===== src/fws_pkg.sv =====
// Shared constants and types for the flash program/suspend host controller.
// Assumes a 10 MHz system clock; all pin timing is derived from it here.
package fws_pkg;

  // ----------------------------------------------------------------------
  // Clock and strobe timing
  // ----------------------------------------------------------------------
  localparam int CLK_PERIOD_NS = 100;
  localparam int T_SETUP_NS    = 50;   // Address/data settle before strobe
  localparam int T_STROBE_NS   = 100;  // Least strobe low time
  localparam int T_RECOVER_NS  = 50;   // Least strobe high time between cycles

  localparam int SETUP_RAW   = (T_SETUP_NS + CLK_PERIOD_NS - 1) / CLK_PERIOD_NS;
  localparam int STROBE_RAW  = (T_STROBE_NS + CLK_PERIOD_NS - 1) / CLK_PERIOD_NS;
  localparam int RECOVER_RAW = (T_RECOVER_NS + CLK_PERIOD_NS - 1) / CLK_PERIOD_NS;
  localparam int SETUP_CYC   = (SETUP_RAW < 1) ? 1 : SETUP_RAW;
  localparam int STROBE_CYC  = (STROBE_RAW < 1) ? 1 : STROBE_RAW;
  localparam int RECOVER_CYC = (RECOVER_RAW < 1) ? 1 : RECOVER_RAW;
  localparam int TIMER_W     = 8;

  // ----------------------------------------------------------------------
  // Operation status byte layout
  // ----------------------------------------------------------------------
  localparam int OST_READY   = 7;
  localparam int OST_ESUSP   = 6;
  localparam int OST_EERR    = 5;
  localparam int OST_PERR    = 4;
  localparam int OST_VLOW    = 3;
  localparam int OST_WSUSP   = 2;
  localparam int OST_LOCK    = 1;
  localparam int OST_RSVD    = 0;
  localparam logic [7:0] OST_USE_MASK = 8'hFE;
  localparam logic [7:0] OST_RESET    = 8'h00;

  // ----------------------------------------------------------------------
  // Command codes that are fixed for the part
  // ----------------------------------------------------------------------
  localparam logic [7:0] CMD_CLEAR_STATUS = 8'h50;
  localparam logic [7:0] CMD_PROGRAM      = 8'h40;

  // ----------------------------------------------------------------------
  // User operations
  // ----------------------------------------------------------------------
  typedef enum logic [2:0] {
    OP_PROGRAM,
    OP_SUSPEND,
    OP_RESUME,
    OP_READ_STATUS,
    OP_READ_ARRAY,
    OP_CLEAR
  } fws_op_type;

endpackage


===== src/fws_bus_cycle.sv =====
// Single asynchronous strobe cycle (write or read) on the flash pins.
// Assumes the flash pins are sampled by the device with no clock of its own.
`timescale 1ns/1ns
`default_nettype none

module fws_bus_cycle
  import fws_pkg::*;
#(
  parameter int ADDR_W = 18,
  parameter int DATA_W = 8
) (
  // Clock and reset
  input  wire logic              clk_i,
  input  wire logic              rst_i,
  // Cycle request
  input  wire logic              req_i,
  input  wire logic              write_i,
  input  wire logic [ADDR_W-1:0] addr_i,
  input  wire logic [DATA_W-1:0] wdata_i,
  output      logic              ready_o,
  output      logic              done_o,
  output      logic [DATA_W-1:0] rdata_o,
  // Flash pins
  output      logic              ce_n_o,
  output      logic              we_n_o,
  output      logic              oe_n_o,
  output      logic [ADDR_W-1:0] addr_o,
  output      logic [DATA_W-1:0] dq_o,
  output      logic              dq_oe_n_o,
  input  wire logic [DATA_W-1:0] dq_i
);

  if (STROBE_CYC > 255 || SETUP_CYC > 255 || RECOVER_CYC > 255) begin : g_bad_timing
    $error("strobe timing does not fit the phase counter");
  end

  typedef enum logic [1:0] {B_IDLE, B_SETUP, B_STROBE, B_RECOVER} fws_bus_state_type;

  fws_bus_state_type   state;
  logic [TIMER_W-1:0]  cnt;
  logic                is_write;

  wire last_cnt = (cnt == TIMER_W'(1));

  assign ready_o = (state == B_IDLE);
  assign done_o  = (state == B_RECOVER) && last_cnt;

  // ----------------------------------------------------------------------
  // Phase sequencer
  // ----------------------------------------------------------------------
  // Data is driven from setup through recovery so it is stable across the
  // rising write strobe, where the device latches it.
  always_ff @(posedge clk_i) begin
    if (rst_i) begin
      state     <= B_IDLE;
      cnt       <= '0;
      is_write  <= 1'b0;
      ce_n_o    <= 1'b1;
      we_n_o    <= 1'b1;
      oe_n_o    <= 1'b1;
      addr_o    <= '0;
      dq_o      <= '0;
      dq_oe_n_o <= 1'b1;
      rdata_o   <= '0;
    end else begin
      unique case (state)
        B_IDLE: begin
          if (req_i) begin
            state     <= B_SETUP;
            cnt       <= TIMER_W'(SETUP_CYC);
            is_write  <= write_i;
            addr_o    <= addr_i;
            dq_o      <= wdata_i;
            dq_oe_n_o <= !write_i;
            ce_n_o    <= 1'b0;
          end
        end
        B_SETUP: begin
          cnt <= cnt - TIMER_W'(1);
          if (last_cnt) begin
            state  <= B_STROBE;
            cnt    <= TIMER_W'(STROBE_CYC);
            we_n_o <= !is_write;
            oe_n_o <= is_write;
          end
        end
        B_STROBE: begin
          cnt <= cnt - TIMER_W'(1);
          if (last_cnt) begin
            state   <= B_RECOVER;
            cnt     <= TIMER_W'(RECOVER_CYC);
            we_n_o  <= 1'b1;
            oe_n_o  <= 1'b1;
            rdata_o <= is_write ? rdata_o : dq_i;
          end
        end
        B_RECOVER: begin
          cnt <= cnt - TIMER_W'(1);
          if (last_cnt) begin
            state     <= B_IDLE;
            ce_n_o    <= 1'b1;
            dq_oe_n_o <= 1'b1;
          end
        end
      endcase
    end
  end

endmodule // fws_bus_cycle

`default_nettype wire


===== src/fws_flash_host.sv =====
// Host controller for a parallel flash: program, suspend/resume, status and
// array reads, status clear, and the lock/supply control levels.
// Assumes user orders arrive synchronous to clk_i and that board circuitry
// turns rp_unlock_o and vpp_en_o into the elevated and supply voltages.
`timescale 1ns/1ns
`default_nettype none

// How it works
// - During suspend only array, status, resume issued.
// - After suspend, read status and test flags.
// - Ignore status bits 6..0 until ready.
// - Reserved status bit masked out when polling.
module fws_flash_host
  import fws_pkg::*;
#(
  parameter int         ADDR_W          = 18,
  parameter int         DATA_W          = 8,
  parameter int         POLL_LIMIT      = 64,
  parameter logic [7:0] CMD_READ_ARRAY  = 8'hFF,
  parameter logic [7:0] CMD_READ_STATUS = 8'h70,
  parameter logic [7:0] CMD_SUSPEND     = 8'hB0,
  parameter logic [7:0] CMD_RESUME      = 8'hD0
) (
  // Clock and reset
  input  wire logic              clk_i,
  input  wire logic              rst_i,
  // User orders
  input  wire logic              cmd_valid_i,
  input  wire fws_op_type        cmd_op_i,
  input  wire logic [ADDR_W-1:0] cmd_addr_i,
  input  wire logic [DATA_W-1:0] cmd_data_i,
  output      logic              cmd_ready_o,
  // User answers
  output      logic              rsp_valid_o,
  output      logic              rsp_refused_o,
  output      logic [7:0]        rsp_status_o,
  output      logic              rsp_flags_valid_o,
  output      logic [DATA_W-1:0] rsp_data_o,
  output      logic              suspended_o,
  // Protection levels requested by the user
  input  wire logic              powerdown_i,
  input  wire logic              unlock_i,
  input  wire logic              write_enable_i,
  // Flash control levels
  output      logic              rp_n_o,
  output      logic              rp_unlock_o,
  output      logic              vpp_en_o,
  // Flash bus pins
  output      logic              ce_n_o,
  output      logic              we_n_o,
  output      logic              oe_n_o,
  output      logic [ADDR_W-1:0] addr_o,
  output      logic [DATA_W-1:0] dq_o,
  output      logic              dq_oe_n_o,
  input  wire logic [DATA_W-1:0] dq_i
);

  if (DATA_W < 8 || POLL_LIMIT < 1 || ADDR_W < 1) begin : g_bad_params
    $error("data must be at least a byte wide and poll limit positive");
  end
  localparam int POLL_W = $clog2(POLL_LIMIT + 1);
  typedef enum logic [2:0] {
    ST_IDLE, ST_CMD, ST_DATA, ST_STAT_CMD, ST_READ, ST_RESP
  } fws_state_type;

  // ----------------------------------------------------------------------
  // State
  // ----------------------------------------------------------------------
  fws_state_type       state;
  fws_state_type       next_state;
  fws_op_type          op;
  logic [ADDR_W-1:0]   addr;
  logic [DATA_W-1:0]   data;
  logic [ADDR_W-1:0]   susp_addr;
  logic [ADDR_W-1:0]   prog_addr;
  logic [POLL_W-1:0]   polls;
  logic                issued;
  logic                refused;

  // ----------------------------------------------------------------------
  // Decode
  // ----------------------------------------------------------------------
  wire              op_legal  = (cmd_op_i inside {OP_PROGRAM, OP_SUSPEND, OP_RESUME,
                                                  OP_READ_STATUS, OP_READ_ARRAY, OP_CLEAR});
  wire              susp_ok   = (cmd_op_i == OP_READ_STATUS) || (cmd_op_i == OP_RESUME) ||
                                ((cmd_op_i == OP_READ_ARRAY) && (cmd_addr_i != susp_addr));
  wire              refuse    = !op_legal || (suspended_o && !susp_ok);
  wire              take      = (state == ST_IDLE) && cmd_valid_i;
  wire              in_bus    = (state == ST_CMD) || (state == ST_DATA) ||
                                (state == ST_STAT_CMD) || (state == ST_READ);
  wire              bus_req   = in_bus && !issued;
  wire              bus_ready;
  wire              bus_done;
  wire [DATA_W-1:0] bus_rdata;
  wire [7:0]        op_code   = (op == OP_PROGRAM)     ? CMD_PROGRAM :
                                (op == OP_SUSPEND)     ? CMD_SUSPEND :
                                (op == OP_RESUME)      ? CMD_RESUME :
                                (op == OP_READ_STATUS) ? CMD_READ_STATUS :
                                (op == OP_CLEAR)       ? CMD_CLEAR_STATUS : CMD_READ_ARRAY;
  wire [7:0]        wbyte     = (state == ST_STAT_CMD) ? CMD_READ_STATUS : op_code;
  wire [DATA_W-1:0] bus_wdata = (state == ST_DATA) ? data : DATA_W'(wbyte);
  wire              bus_write = (state != ST_READ);
  wire [7:0]        sbyte     = bus_rdata[7:0];
  wire              susp_seen = sbyte[OST_READY] && (sbyte[OST_WSUSP] || sbyte[OST_ESUSP]);
  wire              poll_more = (op == OP_SUSPEND) && !sbyte[OST_READY] &&
                                (polls != POLL_W'(POLL_LIMIT));
  assign cmd_ready_o = (state == ST_IDLE);
  assign rsp_valid_o = (state == ST_RESP);

  // ----------------------------------------------------------------------
  // Sequencer
  // ----------------------------------------------------------------------
  // A suspend is always followed by an explicit status command before the
  // poll, so the device is known to be in status mode whatever came before.
  always_comb begin
    next_state = state;
    unique case (state)
      ST_IDLE:     if (take) next_state = refuse ? ST_RESP : ST_CMD;
      ST_CMD: begin
        if (bus_done) begin
          unique case (op)
            OP_PROGRAM:     next_state = ST_DATA;
            OP_SUSPEND:     next_state = ST_STAT_CMD;
            OP_READ_STATUS: next_state = ST_READ;
            OP_READ_ARRAY:  next_state = ST_READ;
            default:        next_state = ST_RESP;
          endcase
        end
      end
      ST_DATA:     if (bus_done) next_state = ST_RESP;
      ST_STAT_CMD: if (bus_done) next_state = ST_READ;
      ST_READ:     if (bus_done && !poll_more) next_state = ST_RESP;
      ST_RESP:     next_state = ST_IDLE;
      default:     next_state = ST_IDLE;
    endcase
  end
  always_ff @(posedge clk_i) begin
    state <= rst_i ? ST_IDLE : next_state;
  end

  always_ff @(posedge clk_i) begin
    if (rst_i) begin
      op      <= OP_READ_STATUS;
      addr    <= '0;
      data    <= '0;
      refused <= 1'b0;
      polls   <= '0;
    end else if (take) begin
      op      <= cmd_op_i;
      addr    <= cmd_addr_i;
      data    <= cmd_data_i;
      refused <= refuse;
      polls   <= '0;
    end else if (state == ST_READ && bus_done) begin
      polls <= polls + POLL_W'(1);
    end
  end

  always_ff @(posedge clk_i) begin
    if (rst_i) begin
      issued <= 1'b0;
    end else if (bus_done) begin
      issued <= 1'b0;
    end else if (bus_req && bus_ready) begin
      issued <= 1'b1;
    end
  end

  // ----------------------------------------------------------------------
  // Answers and suspend tracking
  // ----------------------------------------------------------------------
  // Bit 0 is stripped and the lower flags are qualified by ready, so users
  // never act on a value the device has not settled.
  always_ff @(posedge clk_i) begin
    if (rst_i) begin
      rsp_status_o      <= OST_RESET;
      rsp_flags_valid_o <= 1'b0;
      rsp_data_o        <= '0;
      rsp_refused_o     <= 1'b0;
    end else begin
      if (state == ST_READ && bus_done && op != OP_READ_ARRAY) begin
        rsp_status_o      <= sbyte & OST_USE_MASK;
        rsp_flags_valid_o <= sbyte[OST_READY];
      end
      if (state == ST_READ && bus_done) begin
        rsp_data_o <= bus_rdata;
      end
      if (next_state == ST_RESP) begin
        rsp_refused_o <= (state == ST_IDLE) ? refuse : refused;
      end
    end
  end

  always_ff @(posedge clk_i) begin
    if (rst_i) begin
      suspended_o <= 1'b0;
      susp_addr   <= '0;
      prog_addr   <= '0;
    end else begin
      if (state == ST_DATA && bus_done) begin
        prog_addr <= addr;
      end
      if (state == ST_READ && bus_done && op == OP_SUSPEND && susp_seen) begin
        suspended_o <= 1'b1;
        susp_addr   <= prog_addr;
      end else if (state == ST_CMD && bus_done && op == OP_RESUME) begin
        suspended_o <= 1'b0;
      end
    end
  end

  // ----------------------------------------------------------------------
  // Protection levels
  // ----------------------------------------------------------------------
  // Supply and unlock levels are frozen while suspended: the interrupted
  // program must resume under the levels it started with.
  always_ff @(posedge clk_i) begin
    if (rst_i) begin
      rp_n_o      <= 1'b0;
      rp_unlock_o <= 1'b0;
      vpp_en_o    <= 1'b0;
    end else if (state == ST_IDLE && !suspended_o) begin
      rp_n_o      <= !powerdown_i;
      rp_unlock_o <= unlock_i && !powerdown_i;
      vpp_en_o    <= write_enable_i;
    end
  end

  fws_bus_cycle #(.ADDR_W (ADDR_W), .DATA_W (DATA_W)) u_bus (
    .clk_i     (clk_i),
    .rst_i     (rst_i),
    .req_i     (bus_req),
    .write_i   (bus_write),
    .addr_i    (addr),
    .wdata_i   (bus_wdata),
    .ready_o   (bus_ready),
    .done_o    (bus_done),
    .rdata_o   (bus_rdata),
    .ce_n_o    (ce_n_o),
    .we_n_o    (we_n_o),
    .oe_n_o    (oe_n_o),
    .addr_o    (addr_o),
    .dq_o      (dq_o),
    .dq_oe_n_o (dq_oe_n_o),
    .dq_i      (dq_i)
  );
endmodule // fws_flash_host

`default_nettype wire


===== config.mk =====
export PLATFORM = sky130hd
export DESIGN_NAME = fws_flash_host
export DESIGN_NICKNAME = d
export VERILOG_FILES = /design/src/fws_pkg.sv /design/src/fws_bus_cycle.sv /design/src/fws_flash_host.sv
export SDC_FILE = /design/constraint.sdc
export NUM_CORES = 1
export LEC_CHECK = 0
export BUFFER_PORTS_ARGS = -buffer_cell sky130_fd_sc_hd__buf_2
export CAP_MARGIN = 20
export CORE_MARGIN = 2
export CORE_UTILIZATION = 30
export DETAILED_ROUTE_END_ITERATION = 16
export PLACE_DENSITY = 0.59
export SYNTH_ARGS = -nofsm -noshare
export SYNTH_HDL_FRONTEND = slang
export SYNTH_SLANG_ARGS = --single-unit
export TNS_END_PERCENT = 1

===== constraint.sdc =====
create_clock -name clk_i -period 2.5 [get_ports clk_i]
set_input_delay 0.25 -clock clk_i [delete_from_list [all_inputs] [get_ports clk_i]]
set_output_delay 0.25 -clock clk_i [all_outputs]
set_load 0.01 [all_outputs]

==> reports/qor.yml <==
logic_synthesis:
  netlist_area_sq_mm: 0.005992
  synth_edf_count: 0
  synth.net_count: 760
  ys_types: 58
  yosysWarnings: 0
  synthCells: 708
  synth-seq-area-share_pct: 48.78
  ys_dominant_reg_cell: "dfxtp_1"
  synth-seq-cells: 146
  synth-async-reset-ratio_pct: 0
  post_synth.cell_area_avg_sq_um: 8.463
routing:
  drt_pass1_iterations: 4
  drc: 0
  wl_per_cell_microns: 13.95
  route.met3.wl_microns: 591
  ant_nets: 0
  route.met2.wl_mm: 7.163
  wl_met1_mm: 7.070
  wirelength_mm: 15.04
  vias_per_cell: 4.585
  top_layer: "met4"
  drt_iter0_markers: 279
  via_count: 4943
floorplanning:
  fp.dieH_microns: 145.3
  io_pins: 97
  core_sq_mm: 0.01953
  dieArea_sq_mm: 0.02112
  die_w_microns: 145.3
  num_rows: 51
  initial_core_util_pct: 30.69
timing:
  fin_crit_sh_pct: 94.60
  rsz0062_at_grt: "false"
  whs_ps: 69.65
  final.setup.tns_ps: 0
  max_slew_margin_pct: 63.72
  tightest_slew_ps: 541.6
  period_needed_ps: 2365
  hold_violations: 0
  slew_violations: 0
  finalSetupViolations: 0
  fmax_mhz: 422.8
  finClkSkew_ps: 11.50
critical_path:
  worstPathArrival_ps: 2710
  cp.required_ps: 2840
  critPathLaunchType: "register"
  end_kind: "register"
  critPathKind: "reg -> reg"
  cp_max_fo: 7
pwr:
  power_density_mw_per_mm2: 894.5
  power_mw: 6.630
  p_clk_share_pct: 39.2
  power.leakage_nw: 3.141
  p_sw_mw: 1.979
  p_int_mw: 4.652
  peakVddDrop_mv: 0.4755
  switching_share_pct: 29.84
  power_frac_comb_pct: 20.5
  p_seq_share_pct: 40.2
placement:
  place_inst: 1044
  hpwl_mm: 10.47
  gp_congestion: 0.8482
  io_buffer_count: 95
hold_path:
  hold_class: "in -> reg"
global_routing:
  grt_max_degree: 91
  grt_pass1_wl_mm: 24.65
  grt_pass1_vias: 4678
  overflow: 0
  track_usage_pct: 14.61
  antenna_found_initial: 1
layout:
  final_common_cell: "nand2_1"
  nets: 851
  final_cell_mix: "nand2_1 (176), dfxtp_1 (146), buf_2 (94)"
  fin_cells: 1078
  area_growth_pct: 23.70
  n_fill_cell: 2062
  drive_gt1_share_pct: 20.20
clock_tree:
  postCtsSetupBuffers: 0
  cts_made_buffers: 17
  htree_num_levels: 4
  cts_tree: "yes"
  insertion_delay_ps: 420
  root_buffer: "clkbuf_16"
  cts.sinks: 146
  clk_pin_slew_ps: 60
  clockBufferDepth: 2
flow_run:
  drv_cap: 0
run_status:
  outcome: "finished clean"
power by group through the flow:
stage               clock network [mW]  registers [mW]  logic [mW]
floorplan                            0            2.72       0.989
global placement                     0            2.72        1.36
detailed placement                   0            2.72        1.37
CTS                               2.66            2.67        1.38
global route                      2.76            2.70        1.55
finish                            2.60            2.67        1.36
what timing repair did:
action                     in CTS  in global routing
setup endpoints to repair       0                  0
hold endpoints to repair        1                  0
resized for setup               0                  0
hold buffers                    1                  0
logic make-up after synthesis:
kind of cell | Yosys count | share of synthesized area [%]
fa+ha+maj | 9 | 1.879
simple gates | 300 | 21.90
mux | 37 | 6.202
flops | 146 | 48.78
compound gates | 130 | 12.80
buf+inv | 56 | 4.134
other cells | 1 | 0.06258
xor+xnor | 29 | 4.239
worst paths after layout:
kind                                      start                       endpoint  slack (ps)  cells after the start
setup reg to reg    u_bus.state[1]$_SDFFE_PP0P_            state[1]$_SDFF_PP0_         130                      5
setup / recovery    u_bus.state[1]$_SDFFE_PP0P_            state[1]$_SDFF_PP0_         130                      5
hold reg to reg   u_bus.addr_o[16]$_SDFFE_PP0P_  u_bus.addr_o[16]$_SDFFE_PP0P_         450                      2
hold / removal                    cmd_data_i[0]           data[0]$_SDFFE_PP0P_          70                      3
layout make-up:
cell class | count | area (sq um) | area share (%)
flip-flops and latches | 146 | 2923 | 39.43
multi-input cells | 506 | 2821 | 38.07
repair buffers | 117 | 683.2 | 9.217
clock buffers | 20 | 466.7 | 6.296
well taps | 265 | 331.6 | 4.473
clock inverters | 12 | 142.6 | 1.924
inverters | 11 | 41.29 | 0.5571
diodes | 1 | 2.502 | 0.03376
flip-flops by register name, summed over array words and instances (netlist names), 2 cells and up:
signal,flops
rsp_status_o,6
u_bus.addr_o,18
u_bus.state,2
data,8
susp_addr,18
prog_addr,18
u_bus.rdata_o,8
op,3
u_bus.cnt,8
addr,18
rsp_data_o,8
state,3
u_bus.dq_o,8
polls,7
metrics by stage:
| stage | worst slack, ps | utilization, % | instance area, sq um |
|---|---|---|---|
| floorplan | 186.0 | - | 5992 |
| global placement | 195.4 | 34.78 | 6790 |
| detailed placement | 162.3 | 34.78 | 6790 |
| global route | 19.70 | 37.96 | 7412 |
| finish | 134.9 | 37.96 | 7412 |
| CTS | 139.4 | 37.95 | 7410 |
synthesized netlist by cell type, types with 3 or more instances:
| master | instances | area, sq um |
|---|---|---|
| a31oi_1 | 3 | 18.77 |
| o21ai_0 | 8 | 40.04 |
| inv_1 | 11 | 41.29 |
| dfxtp_1 | 146 | 2923 |
| ha_1 | 9 | 112.6 |
| clkbuf_1 | 35 | 131.4 |
| a21oi_1 | 88 | 440.4 |
| and3_1 | 3 | 18.77 |
| buf_6 | 3 | 33.78 |
| xnor2_1 | 5 | 43.79 |
| nor4_1 | 5 | 31.28 |
| mux2i_1 | 36 | 360.4 |
| nor2b_1 | 3 | 18.77 |
| buf_2 | 3 | 15.01 |
| nor2_1 | 68 | 255.2 |
| nand2_1 | 176 | 660.6 |
| nor3b_1 | 3 | 22.52 |
| nor3_1 | 11 | 55.05 |
| o21a_1 | 3 | 22.52 |
| nand3_1 | 5 | 25.02 |
| nand2b_1 | 4 | 25.02 |
| o22ai_1 | 3 | 18.77 |
| a211oi_1 | 9 | 67.56 |
| buf_4 | 3 | 22.52 |
| xor2_1 | 24 | 210.2 |
layer usage:
layer  global-route usage [%]  vias to the layer above
li1                         -                     2531
met1                    18.50                     2304
met2                    24.48                       94
met3                    3.522                       14
met4                    4.853                        0
met5                        0                        -
worst max-delay path, stage by stage, from the launching register on:
cell      delay (ps)
dfxtp_1          370
ha_1             180
or4bb_1          600
or2_1            400
or4_1            530
a211oi_2         220
(Power assumes the default switching activity.)
